`config.mk`:
```
export PLATFORM = sky130hd
export DESIGN_NAME = mrx_exec
export DESIGN_NICKNAME = d
export VERILOG_FILES = /design/src/shared/mrx_pkg.sv /design/src/design/mrx_exec.sv /design/src/design/mrx_sync.sv
export SDC_FILE = /design/constraint.sdc
export NUM_CORES = 1
export LEC_CHECK = 0
export BUFFER_PORTS_ARGS = -buffer_cell sky130_fd_sc_hd__clkbuf_2
export CAP_MARGIN = 20
export CELL_PAD_IN_SITES_DETAIL_PLACEMENT = 0
export CELL_PAD_IN_SITES_GLOBAL_PLACEMENT = 1
export CORE_UTILIZATION = 25
export CTS_CLUSTER_SIZE = 8
export DETAILED_ROUTE_END_ITERATION = 12
export PLACE_DENSITY = 0.53
export SLEW_MARGIN = 20
export SYNTH_ARGS = -nofsm -noshare
export SYNTH_HDL_FRONTEND = slang
export SYNTH_SLANG_ARGS = --single-unit
```
`constraint.sdc`:
```
create_clock -name i_mclk -period 6.4 [get_ports i_mclk]
set_clock_uncertainty 0.1 [all_clocks]
set_input_delay 0.64 -clock i_mclk [delete_from_list [all_inputs] [get_ports i_mclk]]
set_output_delay 0.64 -clock i_mclk [all_outputs]
set_load 0.03 [all_outputs]
```
`src/shared/mrx_pkg.sv`:
```
// Package with opcodes, states, timing and reset values of the memory-reference executor.
package mrx_pkg;
  // Word and address width of the processor.
  localparam int WORD_W = 12;
  // Operation codes held in the top three bits of an instruction.
  localparam logic [2:0] OP_AND       = 3'h0;
  localparam logic [2:0] OP_ADD       = 3'h1;
  localparam logic [2:0] OP_INC_SKIP  = 3'h2;
  localparam logic [2:0] OP_STORE_CLR = 3'h3;
  localparam logic [2:0] OP_CALL      = 3'h4;
  localparam logic [2:0] OP_JUMP      = 3'h5;
  localparam logic [2:0] OP_XFER      = 3'h6;
  // Interrupt on and off transfer codes (octal 6001 and 6002).
  localparam logic [11:0] XFER_INT_ON  = 12'hc01;
  localparam logic [11:0] XFER_INT_OFF = 12'hc02;
  // Values after reset.
  localparam logic [11:0] ACC_RST      = 12'h000;
  localparam logic [11:0] PROG_CNT_RST = 12'h000;
  // Clock period and instruction times.
  localparam int CLK_PERIOD_NS = 8;
  localparam int T_SHORT_US    = 12;
  localparam int T_MID_US      = 18;
  localparam int T_LONG_US     = 24;
  // Cycle counts; a longest time rounds down.
  localparam int CYC_SHORT = (T_SHORT_US * 1000) / CLK_PERIOD_NS;
  localparam int CYC_MID   = (T_MID_US * 1000) / CLK_PERIOD_NS;
  localparam int CYC_LONG  = (T_LONG_US * 1000) / CLK_PERIOD_NS;
  // Execution phases.
  typedef enum logic [1:0] {
    ST_IDLE  = 2'b00,
    ST_READ  = 2'b01,
    ST_WRITE = 2'b10,
    ST_DONE  = 2'b11
  } mrx_state_t;
endpackage
```
`src/design/mrx_exec.sv`:
```
// Executor for the six memory-reference instructions and interrupt enable control.
`timescale 1ns/10ps
module mrx_exec #(
  parameter int CYC_SHORT = mrx_pkg::CYC_SHORT,
  parameter int CYC_MID   = mrx_pkg::CYC_MID,
  parameter int CYC_LONG  = mrx_pkg::CYC_LONG
) (
  // Clock, reset and enable.
  input  wire logic        i_mclk,
  input  wire logic        i_resetn,
  input  wire logic        i_ce,
  // Instruction request.
  input  wire logic        i_start,
  input  wire logic [11:0] i_instr,
  input  wire logic [11:0] i_addr_y,
  output logic             o_busy,
  output logic             o_done,
  // Core memory side.
  output logic [11:0]      o_mem_addr,
  output logic [11:0]      o_mem_wdata,
  output logic             o_mem_rd,
  output logic             o_mem_wr,
  input  wire logic [11:0] i_mem_rdata,
  // Interrupt request pin and its acceptance.
  input  wire logic        i_int_req,
  output logic             o_int_take,
  output logic             o_int_en,
  // Processor state.
  output logic [11:0]      o_accumulator_reg,
  output logic [11:0]      o_program_counter_reg
);
  logic             rst_meta_r;
  logic             rst_n_r;
  logic             int_req_s;
  mrx_pkg::mrx_state_t state_r;
  logic [2:0]       op_r;
  logic [11:0]      y_r;
  logic [11:0]      acc_r;
  logic [11:0]      prog_cnt_r;
  logic [11:0]      wdata_r;
  logic [11:0]      mbuf_r;
  logic             int_en_r;
  logic [15:0]      cnt_r;
  logic [15:0]      len_r;

  // Execution time for an operation code.
  function automatic logic [15:0] op_cycles(input logic [2:0] op);
    if (op == mrx_pkg::OP_CALL) begin
      op_cycles = 16'(CYC_LONG);
    end else if (op == mrx_pkg::OP_JUMP) begin
      op_cycles = 16'(CYC_SHORT);
    end else begin
      op_cycles = 16'(CYC_MID);
    end
  endfunction

  // Reset release through two flip-flops.
  always_ff @(posedge i_mclk or negedge i_resetn) begin
    if (!i_resetn) begin
      rst_meta_r <= 1'b0;
      rst_n_r    <= 1'b0;
    end else begin
      rst_meta_r <= 1'b1;
      rst_n_r    <= rst_meta_r;
    end
  end

  // The interrupt level comes from outside and is synchronised.
  mrx_sync u_int_sync (
    .i_mclk  (i_mclk),
    .i_rst_n (rst_n_r),
    .i_ce    (i_ce),
    .i_async (i_int_req),
    .o_sync  (int_req_s)
  );

  // Phase sequencer with a cycle counter that sets each instruction's time.
  always_ff @(posedge i_mclk or negedge rst_n_r) begin
    if (!rst_n_r) begin
      state_r <= mrx_pkg::ST_IDLE;
      op_r    <= 3'h0;
      y_r     <= 12'h000;
      cnt_r   <= 16'h0000;
      len_r   <= 16'h0000;
    end else if (i_ce) begin
      case (state_r)
        mrx_pkg::ST_IDLE: begin
          if (i_start && i_instr[11:9] <= mrx_pkg::OP_JUMP) begin
            op_r    <= i_instr[11:9];
            y_r     <= i_addr_y;
            len_r   <= op_cycles(i_instr[11:9]);
            // The counter holds the index of the current cycle, so done lands in cycle len-1.
            cnt_r   <= 16'h0000;
            state_r <= mrx_pkg::ST_READ;
          end
        end
        mrx_pkg::ST_READ: begin
          cnt_r   <= cnt_r + 16'h0001;
          state_r <= mrx_pkg::ST_WRITE;
        end
        mrx_pkg::ST_WRITE: begin
          cnt_r <= cnt_r + 16'h0001;
          if (cnt_r + 16'h0001 >= len_r - 16'h0001) begin
            state_r <= mrx_pkg::ST_DONE;
          end
        end
        default: begin
          state_r <= mrx_pkg::ST_IDLE;
        end
      endcase
    end
  end

  // Memory buffer captures the operand during the read phase.
  always_ff @(posedge i_mclk or negedge rst_n_r) begin
    if (!rst_n_r) begin
      mbuf_r <= 12'h000;
    end else if (i_ce && state_r == mrx_pkg::ST_READ) begin
      mbuf_r <= i_mem_rdata;
    end
  end

  // Accumulator updates once, at the end of the instruction.
  always_ff @(posedge i_mclk or negedge rst_n_r) begin
    if (!rst_n_r) begin
      acc_r <= mrx_pkg::ACC_RST;
    end else if (i_ce && state_r == mrx_pkg::ST_DONE) begin
      case (op_r)
        mrx_pkg::OP_AND:       acc_r <= acc_r & mbuf_r;
        mrx_pkg::OP_ADD:       acc_r <= acc_r + mbuf_r;
        mrx_pkg::OP_STORE_CLR: acc_r <= 12'h000;
        default:               acc_r <= acc_r;
      endcase
    end
  end

  // Program counter: normal advance, skip, subroutine and jump.
  always_ff @(posedge i_mclk or negedge rst_n_r) begin
    if (!rst_n_r) begin
      prog_cnt_r <= mrx_pkg::PROG_CNT_RST;
    end else if (i_ce && state_r == mrx_pkg::ST_DONE) begin
      case (op_r)
        mrx_pkg::OP_INC_SKIP: begin
          if (mbuf_r + 12'h001 == 12'h000) begin
            prog_cnt_r <= prog_cnt_r + 12'h002;
          end else begin
            prog_cnt_r <= prog_cnt_r + 12'h001;
          end
        end
        mrx_pkg::OP_CALL: prog_cnt_r <= y_r + 12'h001;
        mrx_pkg::OP_JUMP: prog_cnt_r <= y_r;
        default:          prog_cnt_r <= prog_cnt_r + 12'h001;
      endcase
    end
  end

  // Interrupt enable follows the on and off transfer codes.
  always_ff @(posedge i_mclk or negedge rst_n_r) begin
    if (!rst_n_r) begin
      int_en_r <= 1'b0;
    end else if (i_ce && i_start && state_r == mrx_pkg::ST_IDLE) begin
      if (i_instr == mrx_pkg::XFER_INT_ON) begin
        int_en_r <= 1'b1;
      end else if (i_instr == mrx_pkg::XFER_INT_OFF) begin
        int_en_r <= 1'b0;
      end
    end
  end

  // Write data is loaded in the wait cycles, so it stands steady from a flop with the strobe.
  always_ff @(posedge i_mclk or negedge rst_n_r) begin
    if (!rst_n_r) begin
      wdata_r <= 12'h000;
    end else if (i_ce && state_r == mrx_pkg::ST_WRITE) begin
      case (op_r)
        mrx_pkg::OP_INC_SKIP:  wdata_r <= mbuf_r + 12'h001;
        mrx_pkg::OP_STORE_CLR: wdata_r <= acc_r;
        mrx_pkg::OP_CALL:      wdata_r <= prog_cnt_r + 12'h001;
        default:               wdata_r <= 12'h000;
      endcase
    end
  end

  // Memory strobes: one read cycle, one write in the final cycle for increment, deposit and subroutine.
  always_comb begin
    o_mem_rd = (state_r == mrx_pkg::ST_READ);
    o_mem_wr = 1'b0;
    if (state_r == mrx_pkg::ST_DONE) begin
      case (op_r)
        mrx_pkg::OP_INC_SKIP:  o_mem_wr = 1'b1;
        mrx_pkg::OP_STORE_CLR: o_mem_wr = 1'b1;
        mrx_pkg::OP_CALL:      o_mem_wr = 1'b1;
        default:               o_mem_wr = 1'b0;
      endcase
    end
  end

  // Handshake and state outputs.
  assign o_mem_addr            = y_r;
  assign o_mem_wdata           = wdata_r;
  assign o_busy                = (state_r != mrx_pkg::ST_IDLE);
  assign o_done                = (state_r == mrx_pkg::ST_DONE);
  assign o_int_en              = int_en_r;
  assign o_int_take            = int_en_r && int_req_s && (state_r == mrx_pkg::ST_IDLE);
  assign o_accumulator_reg     = acc_r;
  assign o_program_counter_reg = prog_cnt_r;

  // Checks on the executor's own outputs.
  a_and_result: assert property (@(posedge i_mclk) disable iff (!rst_n_r)
    (i_ce && o_done && op_r == mrx_pkg::OP_AND) |=> (acc_r == ($past(acc_r) & $past(mbuf_r))))
    else $error("and result wrong");
  a_add_result: assert property (@(posedge i_mclk) disable iff (!rst_n_r)
    (i_ce && o_done && op_r == mrx_pkg::OP_ADD) |=> (acc_r == 12'($past(acc_r) + $past(mbuf_r))))
    else $error("add result wrong");
  a_inc_write: assert property (@(posedge i_mclk) disable iff (!rst_n_r)
    (o_done && op_r == mrx_pkg::OP_INC_SKIP)
      |-> (o_mem_wr && o_mem_wdata == 12'(mbuf_r + 12'h001)))
    else $error("increment write wrong");
  a_inc_skip: assert property (@(posedge i_mclk) disable iff (!rst_n_r)
    (i_ce && o_done && op_r == mrx_pkg::OP_INC_SKIP && mbuf_r == 12'hfff)
      |=> (prog_cnt_r == 12'($past(prog_cnt_r) + 12'h002)))
    else $error("skip not taken");
  a_store_clear: assert property (@(posedge i_mclk) disable iff (!rst_n_r)
    (i_ce && o_done && op_r == mrx_pkg::OP_STORE_CLR)
      |-> (o_mem_wr && o_mem_wdata == acc_r) ##1 (acc_r == 12'h000))
    else $error("deposit and clear wrong");
  a_call_write: assert property (@(posedge i_mclk) disable iff (!rst_n_r)
    (o_done && op_r == mrx_pkg::OP_CALL)
      |-> (o_mem_wr && o_mem_wdata == 12'(prog_cnt_r + 12'h001)))
    else $error("return address wrong");
  a_call_target: assert property (@(posedge i_mclk) disable iff (!rst_n_r)
    (i_ce && o_done && op_r == mrx_pkg::OP_CALL) |=> (prog_cnt_r == 12'($past(y_r) + 12'h001)))
    else $error("subroutine target wrong");
  a_jump_target: assert property (@(posedge i_mclk) disable iff (!rst_n_r)
    (i_ce && o_done && op_r == mrx_pkg::OP_JUMP) |=> (prog_cnt_r == $past(y_r)))
    else $error("jump target wrong");
  a_int_gate: assert property (@(posedge i_mclk) disable iff (!rst_n_r)
    o_int_take |-> (o_int_en && int_req_s))
    else $error("interrupt taken while disabled");
  a_int_on_sets: assert property (@(posedge i_mclk) disable iff (!rst_n_r)
    (i_ce && i_start && !o_busy && i_instr == mrx_pkg::XFER_INT_ON) |=> o_int_en)
    else $error("interrupt enable not set");
  a_int_off_clears: assert property (@(posedge i_mclk) disable iff (!rst_n_r)
    (i_ce && i_start && !o_busy && i_instr == mrx_pkg::XFER_INT_OFF) |=> !o_int_en)
    else $error("interrupt enable not cleared");
endmodule // mrx_exec

```
`src/design/mrx_sync.sv`:
```
// Two flip-flop synchroniser for a level arriving from outside the clock domain.
`timescale 1ns/10ps
module mrx_sync (
  // Clock, reset and enable.
  input  wire logic i_mclk,
  input  wire logic i_rst_n,
  input  wire logic i_ce,
  // Level in and out.
  input  wire logic i_async,
  output logic      o_sync
);
  logic meta_r;

  // First stage feeds only the second stage.
  always_ff @(posedge i_mclk or negedge i_rst_n) begin
    if (!i_rst_n) begin
      meta_r <= 1'b0;
      o_sync <= 1'b0;
    end else if (i_ce) begin
      meta_r <= i_async;
      o_sync <= meta_r;
    end
  end
endmodule // mrx_sync

```
# [After elaboration in Yosys (flattened, before gate mapping)]
# Cells that the tools add are included.
[word_totals] elab_cells=75 regBits=102
[op_classes] n_lt_le_gt_ge=2 n_addsub=7 n_reduce_logical=22 bitwise_logic=1 muxes=15 eq_ne=14
[op_table] cell="12-bit case mux with 3 select lines" n=3
[op_table] cell="12-bit by 1-bit adder with 12-bit output (second input constant)" n=3
[op_table] cell="12-bit two-way mux" n=3
[op_table] cell="16-bit case mux with 2 select lines" n=1
[op_table] cell="12-bit equality test (second input constant)" n=2
[op_table] cell="16-bit by 1-bit adder with 16-bit output (second input constant)" n=1
[op_table] cell="16-bit greater-or-equal comparator" n=1
[op_table] cell="16-bit two-way mux" n=1
[op_table] cell="16-bit by 1-bit subtractor with 16-bit output (second input constant)" n=1
[op_table] cell="12-bit adder" n=1
[op_table] cell="12-bit by 2-bit adder with 12-bit output (second input constant)" n=1
[op_table] cell="12-bit AND" n=1
[op_table] cell="3-bit equality test (second input constant)" n=4
[op_table] cell="12-bit logical NOT" n=1
[op_table] cell="3-bit AND reduction" n=3
[op_table] cell="1-bit logical AND" n=8
[op_table] cell="3-bit by 2-bit equality test with 1-bit output (second input constant)" n=2
[op_table] cell="2-bit case mux with 3 select lines" n=1
[op_table] cell="2-bit nonzero test" n=3
[op_table] cell="2-bit equality test (second input constant)" n=2
[op_table] cell="1-bit two-way mux" n=4
[op_table] cell="2-bit two-way mux" n=2
[op_table] cell="2-bit != test (second input constant)" n=2
[op_table] cell="2-bit AND reduction" n=2
[op_table] cell="8 further kinds" n=8

# [Longest topological paths before layout]
[depth] ltp_word=4 depth_mapped=15

# [Cells and area by module]
# Synthesis repeated with hierarchy kept, for this count alone.
[unflattened] cells_unflattened=711 area_unflattened_um2=6309.8
[modules_own_cells] mod="mrx_exec" n_inst=1 area_each_um2=6237.2 cells_per_inst=707 seq_area_each_um2=2277.2
[modules_own_cells] mod="mrx_sync" n_inst=1 area_each_um2=72.6 cells_per_inst=4 seq_area_each_um2=50.0

# [Worst setup path after synthesis]
# Ideal clock, no wire load.
[synth_path] path_type="register -> register" from="reg cnt_r[1]" to="reg state_r[1]" path_slack_ns=3.413 required_ns=6.162 period_less_slack_ns=2.987 path_stages_with_launch=15 arrival_ns=2.748 n_path_buf=1 cell_sequence="dfrtp_1 > ha_1 > nand3_1 > or2_2 > clkbuf_1 > nor2_1 > and3_1 > xor2_1 > ha_1 > nor2b_1 > o21ai_0 > nand3b_1 > a21oi_1 > o21a_1 > o211ai_1"
[synth_via] elab_chain_len=4
[synth_rtl] item="start, declared" line_no="mrx_exec.sv:43" source="logic [15:0] cnt_r;"
[synth_rtl] item="start signal, assigned" line_no="mrx_exec.sv:98" source="cnt_r <= cnt_r + 16'h0001;"
[synth_rtl] item="start signal, assigned" line_no="mrx_exec.sv:102" source="cnt_r <= cnt_r + 16'h0001;"
[synth_rtl] item="16-bit by 1-bit adder with 16-bit output" line_no="mrx_exec.sv:103" source="if (cnt_r + 16'h0001 >= len_r - 16'h0001) begin"
[synth_rtl] item="16-bit greater-or-equal comparator" line_no="mrx_exec.sv:103"
[synth_rtl] item="2-bit != test (no line)"
[synth_rtl] item="3-bit AND reduction (no line)"
[synth_rtl] item="end signal, assigned" line_no="mrx_exec.sv:99" source="state_r <= mrx_pkg::ST_WRITE;"
[synth_rtl] item="end signal, assigned" line_no="mrx_exec.sv:104" source="state_r <= mrx_pkg::ST_DONE;"
[synth_rtl] item="end signal, assigned" line_no="mrx_exec.sv:108" source="state_r <= mrx_pkg::ST_IDLE;"
[synth_rtl] item="end, declared" line_no="mrx_exec.sv:35" source="mrx_pkg::mrx_state_t state_r;"
# Every way passes these cells.
# A chain may end at the register's enable or synchronous reset.

# [Worst setup path after layout]
[layout_path] from="reg cnt_r[0]" to="reg state_r[1]"
# Same word-level chain as after synthesis.

==> impl_metrics.py <==
metrics = {
    "yosys": {
        "ys.flop_type": "dfrtp_1",
        "netlist.area_leader.share_pct": 36.3,
        "yosysWarningCount": 0,
        "synthesis.area_sq_mm": 0.00641,
        "avgSynthCellArea_sq_um": 8.66,
        "synth_seq_cells": 93,
        "yosysMostFrequentCell": "dfrtp_1",
        "synth_enable_flop_cells": 0,
        "ys_seq_area_share_pct": 36.3,
        "synth_cell_types": 62,
        "yosysTopAreaCell": "dfrtp_1",
        "mappedNetlistNets": 819,
        "synth_area_leaders": "dfrtp_1, ha_1, nand2_1",
        "async_reset_ff_share_pct": 100,
        "synthCells": 741,
        "synth_common_cells": "dfrtp_1, nand2_1, nor2_1, o21ai_0, a21oi_1",
    },
    "layout": {
        "n_antenna_cell": 0,
        "final_nets": 901,
        "utilization_pct": 30.0,
        "multi_input_area_sq_mm": 0.00392,
        "seqCellArea_sq_mm": 0.00233,
        "top_register": "cnt_r",
        "largest_register_ffs": 16,
        "nFillCells": 2716,
        "final-instance-count-excl-fill": 1158,
        "area_growth_pct": 17.7,
        "layout-drive-gt1-share_pct": 19.1,
    },
    "global_route": {
        "grt_pass1_vias": 5500,
        "antenna_found_initial": 1,
        "overflow": 0,
        "track_usage_pct": 15.6,
        "grt_first_pass_wirelength_mm": 31.7,
        "grt_max_degree": 52,
    },
    "sta": {
        "hold_ws_ns": 0.239,
        "fmax_mhz": 306,
        "tightest_slew_ns": 0.848,
        "finalMaxSlewViolations": 0,
        "finalWorstPathRequiredPeriod_ns": 3.26,
        "rsz0062_at_grt": "no",
        "fin_crit_sh_pct": 51.0,
        "finalSetupViolCount": 0,
        "tns_ns": 0,
        "finalHoldViolCount": 0,
        "relSlewSlack_pct": 43.3,
    },
    "floorplanning": {
        "die_y_um": 162,
        "dieArea_sq_mm": 0.0263,
        "die_w_um": 162,
        "core_sq_mm": 0.0252,
        "std_cell_rows": 58,
        "start_util_pct": 25.5,
        "ios": 95,
    },
    "power_and_ir_drop": {
        "cellLeakagePower_nw": 3.32,
        "p_per_area_mw_per_mm2": 505,
        "total_power_mw": 3.81,
        "ir_worst_vdd_mv": 0.131,
    },
    "critical_path": {
        "crit_buf_inv": 0,
        "reg2regPathDepth": 13,
        "cp_num_cells": 13,
        "endpoint": "state_r[1]",
        "critPathSlowestCell": "dfrtp_1",
        "cpPeakStageDelay_ns": 0.44,
        "critical_path_arrival_ns": 3.37,
        "start_kind": "register",
        "r2r_slack_ns": 3.14,
        "cp_cell_sequence": "ha_1 > nand3_1 > or2_2 > nor2_1 > and3_1 > xor2_1 > ha_1 > nor2b_1 > o21ai_0 > nand3b_1 > a21oi_1 > o21a_1 > o211ai_1",
        "path_class": "register to register",
        "cp-startpoint": "cnt_r[0]",
        "regToRegStartpoint": "cnt_r[0]",
        "end_kind": "register",
        "rr_endpoint": "state_r[1]",
        "cp_common_cell": "ha_1",
        "cp_top_family": "simple AND/OR/NAND/NOR gates",
        "cp_max_fo": 6,
        "cp.required_ns": 6.50,
    },
    "clocking": {
        "clock-sinks": 93,
        "cts_tree": "yes",
        "clk_pin_slew_ns": 0.07,
        "cts_root_buf": "clkbuf_16",
        "htree_levels": 3,
        "insertion_delay_ns": 0.36,
        "clk_path_buf_depth": 2,
        "post_cts_buffers": 0,
        "numCtsBuffers": 9,
    },
    "placement": {
        "hpwl_mm": 14.7,
        "port_buffers": 94,
        "routabilityCongestion": 0.784,
        "place_inst": 1141,
    },
    "run_status": {
        "status": "finished, final reports clean",
    },
    "worst_hold_path": {
        "hold_path_class": "register to asynchronous set/reset pin",
    },
    "route": {
        "final_antenna_net_count": 0,
        "wire_per_inst_um": 17.0,
        "drc": 0,
        "vias": 5655,
        "dr.pass1.iters": 4,
        "routed_via_density": 4.88,
        "drt-total-wl_mm": 19.7,
        "drt_iter0_drc": 326,
    },
    "job": {
        "max_cap_viol_count": 0,
    },
}
stage by stage:
| step | area (sq um) | setup slack, ns |
|---|---|---|
| floorplan | 6410 | 3.41 |
| global placement | 7240 | 3.23 |
| detailed placement | 7250 | 3.17 |
| CTS | 7550 | 3.15 |
| global route | 7550 | 2.79 |
| finish | 7550 | 3.14 |
final cells by class:
| type | instances | share of cell area, % |
|---|---|---|
| clock buffer | 12 | 3.26 |
| clock inverter | 4 | 0.630 |
| inverter | 16 | 0.795 |
| multi-input combinational | 601 | 51.9 |
| sequential | 93 | 30.9 |
| tap | 330 | 5.47 |
| timing repair buffer | 102 | 7.06 |
placed cells by master (no fill, tap or decap), drive strengths merged, types with 17 or more instances in the layout:
cell type  instances
clkbuf           106
dfrtp             93
nand2             84
nor2              76
o21ai             54
a21oi             38
ha                36
nand3             30
xnor2             29
mux2              27
xor2              25
and3              21
a22oi             17
nor3              17
logic make-up after synthesis:
logic type | count (synthesis) | share of synthesized area, %
other | 1 | 0.0585
and+or+nand+nor | 287 | 21.9
buffers and inverters | 47 | 2.77
adders and majority gates | 37 | 7.33
DFF | 93 | 36.3
xor gates and xnor gates | 54 | 7.37
AOI/OAI and AO/OA | 191 | 18.9
muxes | 31 | 5.36
power by group:
group          internal (mW)  switching (mW)  leakage (nW)
clock network          0.313           0.248         0.143
registers              0.803           0.374          1.15
logic                  0.796            1.28          2.03
total                   1.91            1.90          3.32
per-layer routing:
layer  up-vias  global-route usage, %  wire (um)
li1       2864                      -          -
met1      2661                   21.0       9550
met2       113                   25.6       9150
met3        17                   2.53        657
met4         0                   4.33        294
met5         -                      0          0
worst min path at each step:
stage	endpoint	slack, ns	cells past startpoint
CTS	rst_n_r	0.25	0
global placement	rst_n_r	0.23	0
floorplan	rst_n_r	0.23	0
global route	rst_n_r	0.25	0
finish	o_mem_addr[4]	0.24	0
detailed placement	rst_n_r	0.24	0
timing repair:
| item | CTS | global route |
|---|---|---|
| hold buffers | 1 | 0 |
| endpoints found under the hold margin | 2 | 0 |
| gates resized for setup | 0 | 0 |
(Power assumes the default switching activity.)
